`config.mk`:
```
export PLATFORM = sky130hd
export DESIGN_NAME = precision_timer
export DESIGN_NICKNAME = d
export VERILOG_FILES = /design/src/pkg/timer_pkg.sv /design/src/core/precision_timer.sv
export SDC_FILE = /design/constraint.sdc
export NUM_CORES = 1
export LEC_CHECK = 0
export BUFFER_PORTS_ARGS = -buffer_cell sky130_fd_sc_hd__clkbuf_2
export CAP_MARGIN = 20
export CORE_MARGIN = 2
export CORE_UTILIZATION = 40
export DETAILED_ROUTE_END_ITERATION = 10
export GPL_TIMING_DRIVEN = 0
export SYNTH_ARGS = -nofsm -noshare
export SYNTH_HDL_FRONTEND = slang
export SYNTH_SLANG_ARGS = --single-unit
```
`constraint.sdc`:
```
create_clock -name hclk -period 4.27 [get_ports hclk]
set_input_delay 0.854 -clock hclk [delete_from_list [all_inputs] [get_ports hclk]]
set_output_delay 0.854 -clock hclk [all_outputs]
set_load 0.02 [all_outputs]
```
`src/pkg/timer_pkg.sv`:
```
// Contract
// Four modes: output pulse, output toggle, output pwm, and pin capture.
// Capture mode selects rising, falling, or both pin edges.
// Time unit is microseconds or milliseconds; microseconds by default.
// Output modes may start on a trigger from the first timer instance; default none.
// Reset command halts, clears counting state, and drives the pin low; with inversion on, the design drives it high.
// State reads 0 stopped, 1 to 3 running; unit reads 42 or 42000.
// Remaining event or capture count is readable, 0 to 64.
// Stop halts at once; output modes keep the present pin level.
// Toggle mode inverts the pin when each duration expires, then times the next.
// First toggle acts on the pin level present at start.
// Repeat count 0 to 64, default 0, and 0 means 64.
// Toggle list holds one to eight durations of 1 to 32764 units.
// Starting without programmed durations raises an error.
// Toggles beyond the list length wrap to the first duration.
// Pin low after reboot and reset, otherwise keeps the last level; with inversion on, the reset command drives it high.
// Forced-level commands set the pin at once without timing.
// With inversion on, forced levels come out inverted.
// PWM mode runs an endless pulse train until stop or reset.
// Pin is push-pull unless open-drain is selected.
// Changing the inversion setting toggles the pin at once.
// Inversion is off after reset.
// A prescaler makes unit ticks; durations decrement once per tick.
// Remaining count decrements per toggle; at zero the timer stops, keeping the pin.
package timer_pkg;
    // Register byte offsets
    localparam logic [7:0] ctrl_off      = 8'h00;
    localparam logic [7:0] cmd_off       = 8'h04;
    localparam logic [7:0] repc_off      = 8'h08;
    localparam logic [7:0] list_len_off  = 8'h0c;
    localparam logic [7:0] state_off     = 8'h10;
    localparam logic [7:0] div_off       = 8'h14;
    localparam logic [7:0] remain_off    = 8'h18;
    localparam logic [7:0] capture_off   = 8'h1c;
    localparam logic [7:0] err_off       = 8'h20;
    localparam logic [7:0] list_base_off = 8'h40;
    // Control fields
    localparam int mode_lsb   = 0;
    localparam int unit_bit   = 3;
    localparam int trig_bit   = 4;
    localparam int od_bit     = 5;
    localparam int invert_bit = 6;
    // Command bits (write one to act)
    localparam int cmd_start = 0;
    localparam int cmd_stop  = 1;
    localparam int cmd_reset = 2;
    localparam int cmd_low   = 3;
    localparam int cmd_high  = 4;
    localparam int cmd_errclr = 5;
    // Modes
    typedef enum logic [2:0] {
        mode_pulse  = 3'b000,
        mode_toggle = 3'b001,
        mode_pwm    = 3'b010,
        mode_rise   = 3'b011,
        mode_fall   = 3'b100,
        mode_both   = 3'b101
    } mode_t;
    typedef enum logic [1:0] {
        st_stopped = 2'b00,
        st_armed   = 2'b01,
        st_running = 2'b10
    } run_t;
    // Timing
    localparam int clk_mhz     = 125;
    localparam int us_ns       = 1000;
    localparam int clk_ns      = 8;
    localparam int us_cycles   = us_ns / clk_ns;
    localparam int ms_per_us   = 1000;
    localparam logic [15:0] div_us_code = 16'h002a;
    localparam logic [15:0] div_ms_code = 16'ha410;
    localparam logic [14:0] dur_max     = 15'h7ffc;
    localparam logic [6:0]  repc_max    = 7'h40;
    localparam int list_depth  = 8;
endpackage

```
`src/core/precision_timer.sv`:
```
`timescale 1ns/10ps
`default_nettype none
module precision_timer
    import timer_pkg::*;
(
    // AHB-Lite slave
    input  wire logic        hclk,
    input  wire logic        hresetn,
    input  wire logic        hsel,
    input  wire logic [7:0]  haddr,
    input  wire logic [1:0]  htrans,
    input  wire logic        hwrite,
    input  wire logic [2:0]  hsize,
    input  wire logic [31:0] hwdata,
    input  wire logic        hready,
    output logic [31:0]      hrdata,
    output logic             hreadyout,
    output logic             hresp,
    // Trigger from first timer instance
    input  wire logic        first_timer_instance,
    // Timer pin
    input  wire logic        pin_in,
    output logic             pin_out,
    output logic             pin_oe_n
);
    logic        wr_pend;
    logic [7:0]  wr_addr;
    logic [6:0]  ctrl;
    logic [6:0]  repc;
    logic [3:0]  list_len;
    logic [14:0] duration_entry [list_depth];
    logic        err;
    run_t        run;
    logic        level;
    logic [14:0] cnt;
    logic [2:0]  idx;
    logic [6:0]  remain;
    logic        phase;
    logic [9:0]  pre_us;
    logic [9:0]  pre_ms;
    logic        tick;
    logic [2:0]  pin_sync;
    logic [2:0]  trig_sync;
    logic        pin_state;
    logic [31:0] capture_time;
    logic [31:0] free_time;

    mode_t mode;
    assign mode = mode_t'(ctrl[mode_lsb +: 3]);

    // Byte address of list entry
    function automatic logic is_list(input logic [7:0] a);
        return a[7:5] == list_base_off[7:5];
    endfunction

    // Command pulses decoded from write data phase
    logic do_cmd, c_start, c_stop, c_reset, c_low, c_high, c_errclr, inv_wr;
    assign do_cmd   = wr_pend && wr_addr == cmd_off;
    assign c_start  = do_cmd && hwdata[cmd_start];
    assign c_stop   = do_cmd && hwdata[cmd_stop];
    assign c_reset  = do_cmd && hwdata[cmd_reset];
    assign c_low    = do_cmd && hwdata[cmd_low];
    assign c_high   = do_cmd && hwdata[cmd_high];
    assign c_errclr = do_cmd && hwdata[cmd_errclr];
    assign inv_wr   = wr_pend && wr_addr == ctrl_off && hwdata[invert_bit] != ctrl[invert_bit];

    assign hreadyout = 1'b1;
    assign hresp     = 1'b0;

    // Address phase capture
    always_ff @(posedge hclk or negedge hresetn) begin
        if (!hresetn) begin
            wr_pend <= 1'b0;
            wr_addr <= 8'h00;
        end else begin
            wr_pend <= hsel && hready && htrans[1] && hwrite;
            wr_addr <= haddr;
        end
    end

    // Read data
    always_ff @(posedge hclk or negedge hresetn) begin
        if (!hresetn) begin
            hrdata <= 32'h0;
        end else if (hsel && hready && htrans[1] && !hwrite) begin
            if (haddr == ctrl_off) begin
                hrdata <= {25'h0, ctrl};
            end else if (haddr == repc_off) begin
                hrdata <= {25'h0, repc};
            end else if (haddr == list_len_off) begin
                hrdata <= {28'h0, list_len};
            end else if (haddr == state_off) begin
                hrdata <= {30'h0, run};
            end else if (haddr == div_off) begin
                hrdata <= {16'h0, ctrl[unit_bit] ? div_ms_code : div_us_code};
            end else if (haddr == remain_off) begin
                hrdata <= {25'h0, remain};
            end else if (haddr == capture_off) begin
                hrdata <= capture_time;
            end else if (haddr == err_off) begin
                hrdata <= {31'h0, err};
            end else if (is_list(haddr)) begin
                hrdata <= {17'h0, duration_entry[haddr[4:2]]};
            end else begin
                hrdata <= 32'h0;
            end
        end
    end

    // Software configuration
    always_ff @(posedge hclk or negedge hresetn) begin
        if (!hresetn) begin
            ctrl     <= 7'h00;
            repc     <= 7'h00;
            list_len <= 4'h0;
        end else if (wr_pend) begin
            if (wr_addr == ctrl_off) begin
                ctrl <= hwdata[6:0];
            end else if (wr_addr == repc_off) begin
                repc <= (hwdata[6:0] > repc_max) ? repc_max : hwdata[6:0];
            end else if (wr_addr == list_len_off) begin
                list_len <= (hwdata[3:0] > 4'h8) ? 4'h8 : hwdata[3:0];
            end
        end
    end

    // Duration list storage, clamped to 1..32764
    genvar g;
    generate
        for (g = 0; g < list_depth; g++) begin : g_list
            always_ff @(posedge hclk or negedge hresetn) begin
                if (!hresetn) begin
                    duration_entry[g] <= 15'h0001;
                end else if (wr_pend && is_list(wr_addr) && wr_addr[4:2] == 3'(g)) begin
                    duration_entry[g] <= (hwdata[14:0] == 15'h0) ? 15'h0001 :
                                         (hwdata[14:0] > dur_max) ? dur_max : hwdata[14:0];
                end
            end
        end
    endgenerate

    // Prescaler: microsecond and millisecond ticks
    logic us_tick;
    assign us_tick = pre_us == 10'(us_cycles - 1);
    always_ff @(posedge hclk or negedge hresetn) begin
        if (!hresetn) begin
            pre_us <= 10'h0;
            pre_ms <= 10'h0;
        end else if (run != st_running) begin
            // Held while stopped or armed so the first duration is whole
            pre_us <= 10'h0;
            pre_ms <= 10'h0;
        end else begin
            pre_us <= us_tick ? 10'h0 : pre_us + 10'h1;
            if (us_tick) begin
                pre_ms <= (pre_ms == 10'(ms_per_us - 1)) ? 10'h0 : pre_ms + 10'h1;
            end
        end
    end
    assign tick = us_tick && (!ctrl[unit_bit] || pre_ms == 10'(ms_per_us - 1));

    // Synchronisers for pin and trigger
    always_ff @(posedge hclk or negedge hresetn) begin
        if (!hresetn) begin
            pin_sync  <= 3'h0;
            trig_sync <= 3'h0;
            pin_state <= 1'b0;
        end else begin
            pin_sync  <= {pin_sync[1:0], pin_in};
            trig_sync <= {trig_sync[1:0], first_timer_instance};
            if (pin_sync[2] == pin_sync[1]) begin
                pin_state <= pin_sync[2];
            end
        end
    end
    logic trig_lvl;
    assign trig_lvl = (trig_sync[2] == trig_sync[1]) && trig_sync[2];
    logic new_pin, edge_hit;
    assign new_pin  = (pin_sync[2] == pin_sync[1]) ? pin_sync[2] : pin_state;
    assign edge_hit = (mode == mode_rise && !pin_state && new_pin) ||
                      (mode == mode_fall && pin_state && !new_pin) ||
                      (mode == mode_both && pin_state != new_pin);

    // Free-running time stamp for capture
    always_ff @(posedge hclk or negedge hresetn) begin
        if (!hresetn) begin
            free_time <= 32'h0;
        end else begin
            free_time <= free_time + 32'h1;
        end
    end

    // Run control, timing, pin level
    logic is_output, expire, last_event;
    assign is_output  = mode == mode_pulse || mode == mode_toggle || mode == mode_pwm;
    assign expire     = run == st_running && is_output && tick && cnt == 15'h1;
    assign last_event = remain == 7'h1 && mode != mode_pwm;
    always_ff @(posedge hclk or negedge hresetn) begin
        if (!hresetn) begin
            run          <= st_stopped;
            level        <= 1'b0;
            cnt          <= 15'h0;
            idx          <= 3'h0;
            remain       <= 7'h0;
            phase        <= 1'b0;
            err          <= 1'b0;
            capture_time <= 32'h0;
        end else begin
            if (c_errclr) begin
                err <= 1'b0;
            end
            if (c_reset) begin
                run    <= st_stopped;
                level  <= 1'b0;
                cnt    <= 15'h0;
                idx    <= 3'h0;
                remain <= 7'h0;
                phase  <= 1'b0;
            end else if (c_stop) begin
                run <= st_stopped;
            end else if (c_low || c_high) begin
                level <= c_high && !c_low;
            end else if (c_start && run == st_stopped) begin
                if (list_len == 4'h0) begin
                    err <= 1'b1;
                end else begin
                    run    <= (ctrl[trig_bit] && is_output) ? st_armed : st_running;
                    idx    <= 3'h0;
                    cnt    <= duration_entry[0];
                    remain <= (repc == 7'h0) ? repc_max : repc;
                    phase  <= 1'b0;
                    if (mode == mode_pulse) begin
                        level <= 1'b0;
                    end
                end
            end else if (run == st_armed) begin
                if (trig_lvl) begin
                    run <= st_running;
                end
            end else if (run == st_running && !is_output) begin
                if (edge_hit) begin
                    capture_time <= free_time;
                    remain       <= remain - 7'h1;
                    if (remain == 7'h1) begin
                        run <= st_stopped;
                    end
                end
            end else if (run == st_running && tick) begin
                if (!expire) begin
                    cnt <= cnt - 15'h1;
                end else begin
                    level <= !level;
                    if (mode == mode_toggle) begin
                        idx <= (4'(idx) + 4'h1 >= list_len) ? 3'h0 : idx + 3'h1;
                        cnt <= duration_entry[(4'(idx) + 4'h1 >= list_len) ? 3'h0 : idx + 3'h1];
                        remain <= remain - 7'h1;
                        if (last_event) begin
                            run <= st_stopped;
                        end
                    end else begin
                        phase <= !phase;
                        cnt   <= duration_entry[{2'b00, !phase}];
                        if (phase) begin
                            remain <= (mode == mode_pwm) ? remain : remain - 7'h1;
                            if (last_event) begin
                                run <= st_stopped;
                            end
                        end
                    end
                end
            end
        end
    end

    // Inversion toggles the pin level on any change; open-drain releases high
    logic drive;
    assign drive = level ^ ctrl[invert_bit];
    always_ff @(posedge hclk or negedge hresetn) begin
        if (!hresetn) begin
            pin_out  <= 1'b0;
            pin_oe_n <= 1'b0;
        end else begin
            pin_out  <= (inv_wr ? !drive : drive);
            pin_oe_n <= ctrl[od_bit] && (inv_wr ? !drive : drive);
        end
    end
endmodule
`default_nettype wire

```
==> impl_metrics.csv <==
group,metric,value,unit
cells_and_area,final_util,46.2,%
critical_path,slowest_stage,"nor2_1",
critical_path,critical_path_class,"register to register",
drt,wl,47000,um
drt,ant_nets,0,
critical_path,worst-path-max-fanout,10,
logic_synthesis,ys_warn_count,0,
cells_and_area,mostFrequentLayoutCells,"dfrtp_1, mux2_2, nand2_1",
cells_and_area,multi_input_area,7720,um^2
drt,vias,12496,
logic_synthesis,seq_area_frac_synth,48.0,%
placed_design,port_buffers,54,
logic_synthesis,yosys_register_bits,302,
clock_network,clock_latency,0.53,ns
placed_design,place_area,16700,um^2
cells_and_area,regArea,7570,um^2
timing,timing.final.crit_period,4.06,ns
clock_network,cts_tree,"yes",
cells_and_area,area_delta_synth_final,13.5,%
timing,rsz0062_at_grt,"no",
clock_network,clockRootBuffer,"clkbuf_16",
cells_and_area,n_antenna_cell,0,
logic_synthesis,ys.flop_type,"dfrtp_1",
global_routing,grt_max_degree,107,
run,maxCapViolCount,0,
drt,routedWlPerCell,22.2,um
power,peakVddDrop,0.000229,V
drt,first_iter_violations,1258,
cells_and_area,layout_commonest_cell,"dfrtp_1",
drt,firstDrtPassIters,5,
cells_and_area,postLayoutCellArea,17900,um^2
cells_and_area,drive_above_1_share,22.0,%
timing,max_freq,0.246,GHz
logic_synthesis,synth_area,15800,um^2
placed_design,dpl.hpwl,34200,um
timing,slew_violations,0,
min_path,holdCritPathClass,"register to register",
timing,worstMarginPinSlew,1.11,ns
critical_path,cp_slowest_stage_delay,0.59,ns
clock_network,holdBufCountCts,0,
logic_synthesis,synth_cells,1476,
floorplan,die_w,202,um
floorplan,rows,72,
clock_network,cts_setup_buffers,0,
clock_network,clockBufferDepth,3,
run_status,status,"complete, no violations",
timing,setup_viol,0,
global_routing,grt_pass1_wl,73500,um
floorplan,ios,88,
logic_synthesis,synthArstFlopShare,100,%
clock_network,htree_levels,2,
timing,skew,0.0172,ns
timing,min_period_over_period,95.1,%
logic_synthesis,ys_types,94,
timing,final-hold-violation-count,0,
cells_and_area,fillers,3661,
critical_path,endpoint_kind,"register",
logic_synthesis,syn_avg_cell_area,10.7,um^2
critical_path,cp-start-kind,"register",
clock_network,clkSlewWorstSetupHoldPaths,0.06,ns
floorplan,core-area,38700,um^2
drt,drc,0,
floorplan,start_util,40.7,%
clock_network,cts_sinks,302,
global_routing,antenna_found_initial,0,
critical_path,cp.arrival,4.51,ns
critical_path,critPathRequiredTime,4.72,ns
global_routing,grt-ovfl-total,0,
power,p_per_area,357,nW/um^2
logic_synthesis,synth_enable_flop_cells,0,
critical_path,worstPathCellList,"clkbuf_2 -> buf_2 -> and3_1 -> ha_1 -> nor3_1 -> o21a_1 -> nor2_1 -> clkbuf_1 -> o22ai_1 -> a21oi_1 -> o221ai_1 -> nand3_1",
cells_and_area,final_nets,1638,
global_routing,grt_usage,23.2,%
logic_synthesis,synthesis.nets,1541,
power,power.leakage,7.75,nW
clock_network,cts_buffers,35,
drt,vias_per_cell,5.91,
floorplan,die_y,202,um
global_routing,grt_pass1_vias,12416,
floorplan,die_area,41000,um^2
placed_design,gp_congestion,0.923,
power,total_power,6.39,mW
timing,tns,0,ns
timing,relSlewSlack,25.7,%
-- cell type report --
type | count | area share (%)
multi-input combinational | 1056 | 43.2
clock inverter | 12 | 0.672
sequential | 302 | 42.3
tap | 518 | 3.62
clock buffer | 49 | 5.58
buffer | 87 | 2.01
timing repair buffer | 60 | 1.99
inverter | 31 | 0.651
-- state kept, by name (all words and copies together), names as in the netlist, 4 cells and up --
name and cells:
capture_time 32, cnt 15, ctrl 7, duration_entry 120, free_time 32, hrdata 32, list_len 4, pre_ms 10
pre_us 10, remain 7, repc 7, wr_addr 8
-- timing repair --
item / 4_1_cts / 5_1_grt
resized for setup: 2 / 2
hold endpoints to repair: 0 / 0
setup endpoints to repair: 10 / 9
-- metal layers --
| layer | track usage, % | share of wire (%) | vias up |
|---|---|---|---|
| li1 | - | - | 5599 |
| met1 | 32.9 | 45 | 6329 |
| met2 | 36.0 | 46 | 485 |
| met3 | 4.06 | 6.6 | 83 |
| met4 | 7.56 | 2.9 | 0 |
| met5 | 0 | 0 | - |
-- worst max-delay path, delay by kind of cell (launching register included) --
kind                       cells  cell delay [ns]
buffers and inverters          3             1.37
DFF                            1             0.55
AOI/OAI and AO/OA              4             0.80
adders and majority gates      1             0.20
and+or+nand+nor                4             1.03
-- synthesized netlist by cell type (12+ instances only) --
cell type    n  area (um^2)
xor2_1      20          175
ha_1        13          163
nor4_1      15         93.8
nor2_1      99          372
mux4_2      30          676
nand4_1     16          100
a21oi_1     66          330
nor3_1      19         95.1
xnor2_1     32          280
dfrtp_1    294         7360
inv_1       30          113
clkbuf_1    62          233
nor2b_1     15         93.8
o22ai_1     38          238
nand2_1    144          541
buf_1       12         45.0
nand3_1     38          190
o21ai_0    111          556
mux2_2     153         1720
nand2b_1    21          131
mux2i_1     34          340
-- final timing paths --
path                       cells past startpoint              startpoint                         endpoint  slack (ns)
max reg2reg                                   12      idx[0]$_DFFE_PN0P_               cnt[8]$_DFFE_PN0P_        0.21
max                                           12      idx[0]$_DFFE_PN0P_               cnt[8]$_DFFE_PN0P_        0.21
min in group asynchronous                      1                 hresetn  duration_entry[116]$_DFFE_PN0P_        0.44
min reg2reg                                    0  trig_sync[0]$_DFF_PN0_           trig_sync[1]$_DFF_PN0_        0.35
min                                            0  trig_sync[0]$_DFF_PN0_           trig_sync[1]$_DFF_PN0_        0.35
max in group asynchronous                      2                 hresetn               cnt[2]$_DFFE_PN0P_        2.79
-- stage by stage --
step | instances | worst slack (ns) | hold WS [ns]
5_1_grt | 2115 | 0.0150 | 0.373
6_report | 2115 | 0.210 | 0.353
3_5_place_dp | 2052 | -0.266 | 0.343
2_1_floorplan | 1476 | 1.25 | 0.331
3_3_place_gp | 2048 | -4.24 | 0.342
4_1_cts | 2113 | 0.0289 | 0.359
-- cell families (layout without fill, tap and decap cells) --
logic type      count (synthesis)  in the layout  share of synthesized area, %
simple gates                  436            436                          13.9
fa+ha+maj                      14             14                          1.10
mux                           218            218                          17.5
xor+xnor                       52             52                          2.89
other cells                     2              2                        0.0477
flops                         302            302                          48.0
compound gates                334            334                          13.6
buf+inv                       118            239                          3.00
-- where the power goes --
group	total, mW	internal [mW]	switching (mW)
combinational	0.433	0.159	0.275
clock	2.96	1.75	1.21
sequential	3.00	2.94	0.0614
total	6.39	4.85	1.54
Note: power is estimated with default switching activity, not from simulation.
